File: src/dpf_pkg.sv
// Notes on behaviour
// - flag collision when the clock falls while a repeated start is awaited.
// - a stop ends the transfer and returns the interface to idle.
// - the clock line is never driven; answers come without stretching.
// - malformed frames are dropped; start or stop mid-byte aborts it.
// - first byte after start is the address: 01011, two pin bits, r/w.
// - low address pin level is caught only on a power-on or brownout event.
// - byte 0000 1xxx after start is not acknowledged but enters fast mode.
// - fast mode survives repeated starts and ends at the next stop.
// - after broadcast address only own command codes are acknowledged.
// - only the first command per broadcast address; later bytes not acknowledged.
// - code 100000d writes next byte to wiper 0, d as ninth bit.
// - code 100100d writes next byte to wiper 1, d as ninth bit.
// - code 110000d writes next byte plus d to terminal control register.
// - codes 1000010 and 1000011 step wiper 0 up.
// - codes 1001010 and 1001011 step wiper 1 up.
// - codes 1000100 and 1000101 step wiper 0 down.
// - codes 1001100 and 1001101 step wiper 1 down.
// - command is seven bits in upper byte bits with a zero lsb.
// - start is data falling with clock high; it begins a transfer.
// - data is sampled on each clock rising edge while receiving.
// - matching address acknowledged, other addresses not acknowledged.
// - broadcast address acknowledged only while broadcast enable is set.
package dpf_pkg;
    localparam logic [4:0] FIXED_ADDR = 5'h0B;
    localparam logic [4:0] HS_CODE_TOP = 5'h01;
    localparam logic [7:0] GC_ADDR = 8'h00;
    localparam logic [5:0] GC_WR_W0 = 6'h20;
    localparam logic [5:0] GC_WR_W1 = 6'h24;
    localparam logic [5:0] GC_WR_TERMINAL_CONTROL_REG = 6'h30;
    localparam logic [5:0] GC_INC_W0 = 6'h21;
    localparam logic [5:0] GC_INC_W1 = 6'h25;
    localparam logic [5:0] GC_DEC_W0 = 6'h22;
    localparam logic [5:0] GC_DEC_W1 = 6'h26;
    localparam logic [3:0] ACK_SLOT = 4'h8;
    localparam logic [3:0] END_SLOT = 4'h9;
    localparam logic RST_HS = 1'b0;
    localparam logic RST_A0 = 1'b0;
    localparam int FIFO_DEPTH = 8;

    typedef enum logic [2:0] {
        OP_WR_W0, OP_WR_W1, OP_WR_TERMINAL_CONTROL_REG, OP_INC_W0,
        OP_INC_W1, OP_DEC_W0, OP_DEC_W1, OP_DATA
    } dpf_op_e;

    typedef struct packed {
        dpf_op_e op;
        logic first;
        logic [8:0] value;
    } dpf_cmd_s;

    typedef struct packed {
        logic scl;
        logic sda;
    } dpf_bus_s;

    typedef enum logic [2:0] {
        ST_IDLE, ST_ADDR, ST_GCCMD, ST_GCDATA,
        ST_WRDATA, ST_RDDATA, ST_IGNORE, ST_SRWAIT
    } dpf_state_e;
endpackage : dpf_pkg

File: src/dpf_fifo.sv
`timescale 1ns/1ps
`default_nettype none
module dpf_fifo #(
    parameter int WIDTH = 13,
    parameter int DEPTH = 8
) (
    input wire logic sys_clk,
    input wire logic sys_rst,
    input wire logic in_valid,
    output logic in_ready,
    input wire logic [WIDTH-1:0] in_data,
    output logic out_valid,
    input wire logic out_ready,
    output logic [WIDTH-1:0] out_data
);
    localparam int AW = $clog2(DEPTH);
    logic [WIDTH-1:0] mem [DEPTH];
    logic [AW:0] wp_q, wp_d, rp_q, rp_d;
    logic full, empty;

    assign full = (wp_q[AW] != rp_q[AW]) && (wp_q[AW-1:0] == rp_q[AW-1:0]);
    assign empty = (wp_q == rp_q);
    assign in_ready = !full;
    assign out_valid = !empty;
    assign out_data = mem[rp_q[AW-1:0]];

    always_comb begin
        wp_d = wp_q;
        rp_d = rp_q;
        if (in_valid && !full) begin
            wp_d = wp_q + 1'b1;
        end
        if (out_ready && !empty) begin
            rp_d = rp_q + 1'b1;
        end
    end

    always_ff @(posedge sys_clk) begin
        if (sys_rst) begin
            wp_q <= '0;
            rp_q <= '0;
        end else begin
            wp_q <= wp_d;
            rp_q <= rp_d;
        end
    end

    // storage needs no reset; only pointers decide validity
    always_ff @(posedge sys_clk) begin
        if (in_valid && !full) begin
            mem[wp_q[AW-1:0]] <= in_data;
        end
    end
endmodule : dpf_fifo
`default_nettype wire

File: src/dpf_front.sv
`timescale 1ns/1ps
`default_nettype none
module dpf_front (
    input wire logic sys_clk,
    input wire logic sys_rst,
    input wire logic scl_pin,
    input wire logic sda_pin,
    output logic sda_out,
    output logic sda_oe,
    input wire logic addr_select_low_pin,
    input wire logic addr_select_high_pin,
    input wire logic power_on_brownout_event,
    input wire logic broadcast_enable_bit,
    input wire logic [7:0] rd_data,
    output logic rd_taken,
    output logic hs_mode,
    output logic bus_collision,
    output logic frame_abort,
    output logic cmd_valid,
    input wire logic cmd_ready,
    output dpf_pkg::dpf_cmd_s cmd_data
);
    dpf_pkg::dpf_bus_s pin_m, pin_q, pin_p;
    logic [3:0] cfg_m, cfg_q;
    logic a0_q, a0_d;
    dpf_pkg::dpf_state_e st_q, st_d;
    logic [3:0] bitn_q, bitn_d;
    logic [7:0] sh_q, sh_d, tx_q, tx_d;
    logic oe_q, oe_d, hs_q, hs_d, mack_q, mack_d;
    logic first_q, first_d, dbit_q, dbit_d;
    dpf_pkg::dpf_op_e op_q, op_d;
    logic coll_q, coll_d, abort_q, abort_d, rdt_q, rdt_d;
    logic rise, fall, start, stop, own_hit, gc_hit, hs_hit;
    logic push, push_rdy;
    dpf_pkg::dpf_cmd_s push_data;
    logic [4:0] gc;

    // first stage feeds only the second
    always_ff @(posedge sys_clk) begin
        if (sys_rst) begin
            pin_m <= '1;
            pin_q <= '1;
            pin_p <= '1;
            cfg_m <= '0;
            cfg_q <= '0;
        end else begin
            pin_m <= '{scl: scl_pin, sda: sda_pin};
            pin_q <= pin_m;
            pin_p <= pin_q;
            cfg_m <= {power_on_brownout_event, broadcast_enable_bit,
                      addr_select_high_pin, addr_select_low_pin};
            cfg_q <= cfg_m;
        end
    end

    assign rise = pin_q.scl && !pin_p.scl;
    assign fall = !pin_q.scl && pin_p.scl;
    assign start = pin_q.scl && pin_p.scl && pin_p.sda && !pin_q.sda;
    assign stop = pin_q.scl && pin_p.scl && !pin_p.sda && pin_q.sda;

    assign a0_d = cfg_q[3] ? cfg_q[0] : a0_q;

    assign own_hit = sh_q[7:1] == {dpf_pkg::FIXED_ADDR, cfg_q[1], a0_q};
    assign gc_hit = sh_q == dpf_pkg::GC_ADDR;
    assign hs_hit = sh_q[7:3] == dpf_pkg::HS_CODE_TOP;

    // returns {valid, is_write, op}
    function automatic logic [4:0] gc_decode(input logic [7:0] b);
        logic [4:0] r;
        r = '0;
        if (!b[0]) begin
            unique case (b[7:2])
                dpf_pkg::GC_WR_W0: r = {2'b11, dpf_pkg::OP_WR_W0};
                dpf_pkg::GC_WR_W1: r = {2'b11, dpf_pkg::OP_WR_W1};
                dpf_pkg::GC_WR_TERMINAL_CONTROL_REG: r = {2'b11, dpf_pkg::OP_WR_TERMINAL_CONTROL_REG};
                dpf_pkg::GC_INC_W0: r = {2'b10, dpf_pkg::OP_INC_W0};
                dpf_pkg::GC_INC_W1: r = {2'b10, dpf_pkg::OP_INC_W1};
                dpf_pkg::GC_DEC_W0: r = {2'b10, dpf_pkg::OP_DEC_W0};
                dpf_pkg::GC_DEC_W1: r = {2'b10, dpf_pkg::OP_DEC_W1};
                default: r = '0;
            endcase
        end
        return r;
    endfunction : gc_decode

    always_comb begin
        st_d = st_q;
        bitn_d = bitn_q;
        sh_d = sh_q;
        tx_d = tx_q;
        oe_d = oe_q;
        hs_d = hs_q;
        mack_d = mack_q;
        first_d = first_q;
        dbit_d = dbit_q;
        op_d = op_q;
        coll_d = 1'b0;
        abort_d = 1'b0;
        rdt_d = 1'b0;
        push = 1'b0;
        push_data = '{op: op_q, first: first_q, value: {dbit_q, sh_q}};
        gc = gc_decode(sh_q);
        if (stop) begin
            st_d = dpf_pkg::ST_IDLE;
            hs_d = 1'b0;
            oe_d = 1'b0;
            // stop mid-byte; its own clock rise already counts one bit
            abort_d = (st_q != dpf_pkg::ST_IDLE) && (bitn_q > 4'h1);
        end else if (start) begin
            st_d = dpf_pkg::ST_ADDR;
            bitn_d = 4'h0;
            oe_d = 1'b0;
            abort_d = (st_q != dpf_pkg::ST_IDLE) && (bitn_q > 4'h1);
        end else if (st_q == dpf_pkg::ST_SRWAIT) begin
            // clock fell with no repeated start seen
            if (fall) begin
                coll_d = 1'b1;
                st_d = dpf_pkg::ST_IDLE;
            end
        end else if (st_q != dpf_pkg::ST_IDLE) begin
            if (rise) begin
                if (bitn_q < dpf_pkg::ACK_SLOT) begin
                    sh_d = {sh_q[6:0], pin_q.sda};
                end else if (bitn_q == dpf_pkg::ACK_SLOT) begin
                    mack_d = !pin_q.sda;
                end
                if (bitn_q < dpf_pkg::END_SLOT) begin
                    bitn_d = bitn_q + 4'h1;
                end
            end
            if (fall) begin
                if (bitn_q == dpf_pkg::ACK_SLOT) begin
                    oe_d = 1'b0;
                    unique case (st_q)
                        dpf_pkg::ST_ADDR: begin
                            if (hs_hit) begin
                                hs_d = 1'b1;
                            end else begin
                                oe_d = own_hit || (gc_hit && cfg_q[2]);
                            end
                        end
                        dpf_pkg::ST_GCCMD: oe_d = gc[4] && push_rdy;
                        dpf_pkg::ST_GCDATA: oe_d = push_rdy;
                        dpf_pkg::ST_WRDATA: oe_d = push_rdy;
                        default: oe_d = 1'b0;
                    endcase
                end else if (bitn_q == dpf_pkg::END_SLOT) begin
                    oe_d = 1'b0;
                    bitn_d = 4'h0;
                    st_d = dpf_pkg::ST_IGNORE;
                    unique case (st_q)
                        dpf_pkg::ST_ADDR: begin
                            if (oe_q && gc_hit) begin
                                st_d = dpf_pkg::ST_GCCMD;
                            end else if (oe_q && sh_q[0]) begin
                                // read byte ready at once: no stretching
                                st_d = dpf_pkg::ST_RDDATA;
                                tx_d = rd_data;
                                rdt_d = 1'b1;
                                oe_d = !rd_data[7];
                            end else if (oe_q) begin
                                st_d = dpf_pkg::ST_WRDATA;
                                first_d = 1'b1;
                            end
                        end
                        dpf_pkg::ST_GCCMD: begin
                            op_d = dpf_dec_op(gc);
                            dbit_d = sh_q[1];
                            if (oe_q && gc[3]) begin
                                st_d = dpf_pkg::ST_GCDATA;
                            end else if (oe_q) begin
                                push = 1'b1;
                                push_data.op = dpf_dec_op(gc);
                                push_data.first = 1'b1;
                            end
                        end
                        dpf_pkg::ST_GCDATA: begin
                            push = oe_q;
                            push_data.first = 1'b1;
                        end
                        dpf_pkg::ST_WRDATA: begin
                            if (oe_q) begin
                                push = 1'b1;
                                push_data = '{op: dpf_pkg::OP_DATA, first: first_q,
                                              value: {1'b0, sh_q}};
                                first_d = 1'b0;
                                st_d = dpf_pkg::ST_WRDATA;
                            end
                        end
                        dpf_pkg::ST_RDDATA: begin
                            if (mack_q) begin
                                st_d = dpf_pkg::ST_RDDATA;
                                tx_d = rd_data;
                                rdt_d = 1'b1;
                                oe_d = !rd_data[7];
                            end else begin
                                // master must now restart or stop
                                st_d = dpf_pkg::ST_SRWAIT;
                            end
                        end
                        default: st_d = dpf_pkg::ST_IGNORE;
                    endcase
                end else if (st_q == dpf_pkg::ST_RDDATA && bitn_q != 4'h0) begin
                    oe_d = !tx_q[3'h7 - bitn_q[2:0]];
                end
            end
        end
    end

    function automatic dpf_pkg::dpf_op_e dpf_dec_op(input logic [4:0] g);
        return dpf_pkg::dpf_op_e'(g[2:0]);
    endfunction : dpf_dec_op

    always_ff @(posedge sys_clk) begin
        if (sys_rst) begin
            st_q <= dpf_pkg::ST_IDLE;
            bitn_q <= 4'h0;
            sh_q <= 8'h00;
            tx_q <= 8'h00;
            oe_q <= 1'b0;
            hs_q <= dpf_pkg::RST_HS;
            mack_q <= 1'b0;
            first_q <= 1'b0;
            dbit_q <= 1'b0;
            op_q <= dpf_pkg::OP_DATA;
            coll_q <= 1'b0;
            abort_q <= 1'b0;
            rdt_q <= 1'b0;
            a0_q <= dpf_pkg::RST_A0;
        end else begin
            st_q <= st_d;
            bitn_q <= bitn_d;
            sh_q <= sh_d;
            tx_q <= tx_d;
            oe_q <= oe_d;
            hs_q <= hs_d;
            mack_q <= mack_d;
            first_q <= first_d;
            dbit_q <= dbit_d;
            op_q <= op_d;
            coll_q <= coll_d;
            abort_q <= abort_d;
            rdt_q <= rdt_d;
            a0_q <= a0_d;
        end
    end

    dpf_fifo #(
        .WIDTH($bits(dpf_pkg::dpf_cmd_s)),
        .DEPTH(dpf_pkg::FIFO_DEPTH)
    ) u_fifo (
        .sys_clk(sys_clk),
        .sys_rst(sys_rst),
        .in_valid(push),
        .in_ready(push_rdy),
        .in_data(push_data),
        .out_valid(cmd_valid),
        .out_ready(cmd_ready),
        .out_data(cmd_data)
    );

    // only data line pulled low, clock never driven
    assign sda_out = 1'b0;
    assign sda_oe = oe_q;
    assign hs_mode = hs_q;
    assign bus_collision = coll_q;
    assign frame_abort = abort_q;
    assign rd_taken = rdt_q;
endmodule : dpf_front
`default_nettype wire

File: config.mk
export PLATFORM = sky130hd
export DESIGN_NAME = dpf_front
export DESIGN_NICKNAME = d
export VERILOG_FILES = /design/src/dpf_pkg.sv /design/src/dpf_fifo.sv /design/src/dpf_front.sv
export SDC_FILE = /design/constraint.sdc
export NUM_CORES = 1
export LEC_CHECK = 0
export BUFFER_PORTS_ARGS = -buffer_cell sky130_fd_sc_hd__buf_2
export CORE_MARGIN = 2
export CORE_UTILIZATION = 65
export DETAILED_ROUTE_END_ITERATION = 7
export PLACE_DENSITY = 0.8
export SLEW_MARGIN = 30
export SYNTH_ARGS = -nofsm -noshare
export SYNTH_HDL_FRONTEND = slang
export SYNTH_SLANG_ARGS = --single-unit
File: constraint.sdc
create_clock -name sys_clk -period 8.6 [get_ports sys_clk]
set_input_delay 1.72 -clock sys_clk [delete_from_list [all_inputs] [get_ports sys_clk]]
set_output_delay 1.72 -clock sys_clk [all_outputs]
set_load 0.03 [all_outputs]
==> results.toml <==
[floorplanning]
fp.dieArea_um2 = 11600
die_w_um = 108
boundaryPins = 37
start_util_pct = 67.3
die_h_um = 108
core_area_um2 = 10400
rows = 37

[power]
irDropWorstVdd_v = 0.000133
p_leak_nw = 2.82
power.density_nw_per_um2 = 206

[clocking]
ctsHoldBuffers = 0
post_cts_buffers = 0
cts.repair.resized = 0
ctsHtreeMaxLevel = 4
clock_latency_ns = 0.53
cts_sinks = 164
numCtsBuffers = 17
tritoncts = "built"
root_buffer = "clkbuf_8"
cts_buffer_depth = 2
clk_pin_slew_ns = 0.06

[timing]
setup_viol = 0
slew_violations = 0
period_share_pct = 46.6
tightestPinTransition_ns = 0.857
hold_viol = 0
fin_setup_tns_ns = 0
fin_ws_ns = 4.59
rsz0062_at_grt = "no"
relSlewSlack_pct = 42.9
fin_skew_ns = 0.0107
period_minus_slack_ns = 4.01
timing.fmax_ghz = 0.250

[synthesis]
ys.flop_type = "edfxtp_1"
ys_ff_latch = 164
synthCells = 503
ys.warnings.count = 0
synth_area_leader_cell = "edfxtp_1"
syn-mean-instance-area_um2 = 13.9
synth_nets = 525
syn_area_um2 = 6980
async_reset_ff_share_pct = 0
yosysMostFrequentCell = "edfxtp_1"
synth_top_area_share_pct = 44.8
synth.area.top_cells = "edfxtp_1, dfxtp_1, mux4_2"
synth_edf_count = 104
synth_cell_type_count = 70
synthTopCellsByCount = "edfxtp_1, dfxtp_1, nor2_1"
ys_seq_area_share_pct = 62.0

[status]
status = "finished clean"

[grt]
grt-ovfl-total = 0
grt_pass1_wl_mm = 22.9
grtUsageTotal_pct = 26.9
antenna_found_initial = 0
grt_pass1_vias = 4273
grt_max_degree = 50

[placement]
dp_slack_ns = 4.82
placed_area_um2 = 7270
port-buffer-count = 35
gp_congestion = 0.834
dp_hpwl_mm = 8.55

[min_path]
hp-start = "pin_m[0]"
hold_path.class = "reg2reg"

[final_layout]
n_antenna_cell = 0
drive_gt1_share_pct = 25.6
final_nets = 556
design_area_um2 = 7870
syn_to_final_growth_pct = 12.8

[detailed_routing]
dr.pass1.iters = 7
drtIter0Drc = 388
ant_nets = 0
vias = 4293
post_drt_wl_per_cell_um = 21.1
vias_per_cell = 6.29
drt_wl_total_mm = 14.4
drc = 0

[flow_run]
cap_violations = 0

[critical_path]
timing.rr.start = "bitn_q[0]"
critPathKind = "reg2out"
cp_max_fo = 26
worstSetupEndpointType = "primary output"
arrival_ns = 2.29
start_kind = "flip-flop"
worstPathRequired_ns = 6.88
critical path, stage by stage, from the launching register on:
cell     delay [ns]
dfxtp_4        0.69
mux4_2         0.58
mux2_2         0.30
buf_2          0.18
worst paths after layout:
check	endpoint	slack (ns)	cells past startpoint
worst max-delay path	cmd_data[0]	4.59	3
worst max register to register	u_fifo.mem[5][9]	5.72	6
worst min-delay path	pin_q[0]	0.41	1
worst min register to register	pin_q[0]	0.41	1
report_power, final:
group	switching (mW)	internal, mW
clock	0.302	0.470
sequential	0.00233	0.830
combinational	0.0122	0.00802
stage by stage:
stage               std cells  power (mW)  util, %  hold slack (ns)
floorplan                 503       0.863        -            0.389
global placement          651       0.869     70.1            0.393
detailed placement        651       0.870     70.1            0.397
CTS                       682        1.63     75.9            0.412
global route              682        1.66     75.9            0.432
finish                    682        1.62     75.9            0.410
placed cells by master (no fill, tap or decap), types with 3 or more instances in the layout:
master / count
dfxtp_1: 58
nand3_1: 8
buf_4: 8
mux2i_1: 25
buf_2: 35
ha_1: 5
nor2_1: 45
edfxtp_1: 104
clkinv_2: 3
o21ai_0: 16
nand2b_1: 6
a31oi_1: 3
a21oi_1: 19
or4_1: 3
xor2_1: 3
mux4_2: 27
clkbuf_16: 16
inv_1: 10
or2_2: 5
mux2_2: 13
nand2_1: 18
or3_1: 4
bufinv_16: 4
nand4_1: 4
nor4_2: 4
xnor2_1: 8
nor3_1: 8
nor2b_1: 14
o311ai_0: 3
routing by layer:
| metal | routed length (um) | share of wire, % | vias to the layer above | global-route usage, % |
|---|---|---|---|---|
| met1 | 5670 | 39 | 2128 | 34.3 |
| met5 | 0 | 0 | - | 0 |
| met3 | 949 | 6.6 | 18 | 5.69 |
| li1 | - | - | 1970 | - |
| met4 | 205 | 1.4 | 0 | 9.80 |
| met2 | 7560 | 53 | 177 | 45.6 |
sequential cells by signal, summed over array words and instances (netlist names), 2 cells and up, named ones only:
register	flops
pin_p	2
sh_q	8
op_q	3
st_q	3
pin_m	2
pin_q	2
u_fifo.rp_q	4
cfg_m	4
u_fifo.mem	104
tx_q	8
cfg_q	4
bitn_q	4
u_fifo.wp_q	4
cell families after synthesis:
family / count (synthesis) / share of synthesized area, %
DFF: 164 / 62.0
and+or+nand+nor: 146 / 12.0
AOI/OAI and AO/OA: 70 / 6.51
muxes: 65 / 14.4
buffers and inverters: 41 / 2.76
xor gates and xnor gates: 11 / 1.38
adders and majority gates: 5 / 0.897
other: 1 / 0.0538
layout make-up:
cell class / instances / area [um2]
sequential: 164 / 4330
clock buffer: 18 / 418
multi-input combinational: 298 / 2500
clock inverter: 13 / 180
fill: 625 / 2500
inverter: 10 / 37.5
tap: 136 / 170
timing repair buffer: 43 / 235
Note: power is estimated with default switching activity, not from simulation.
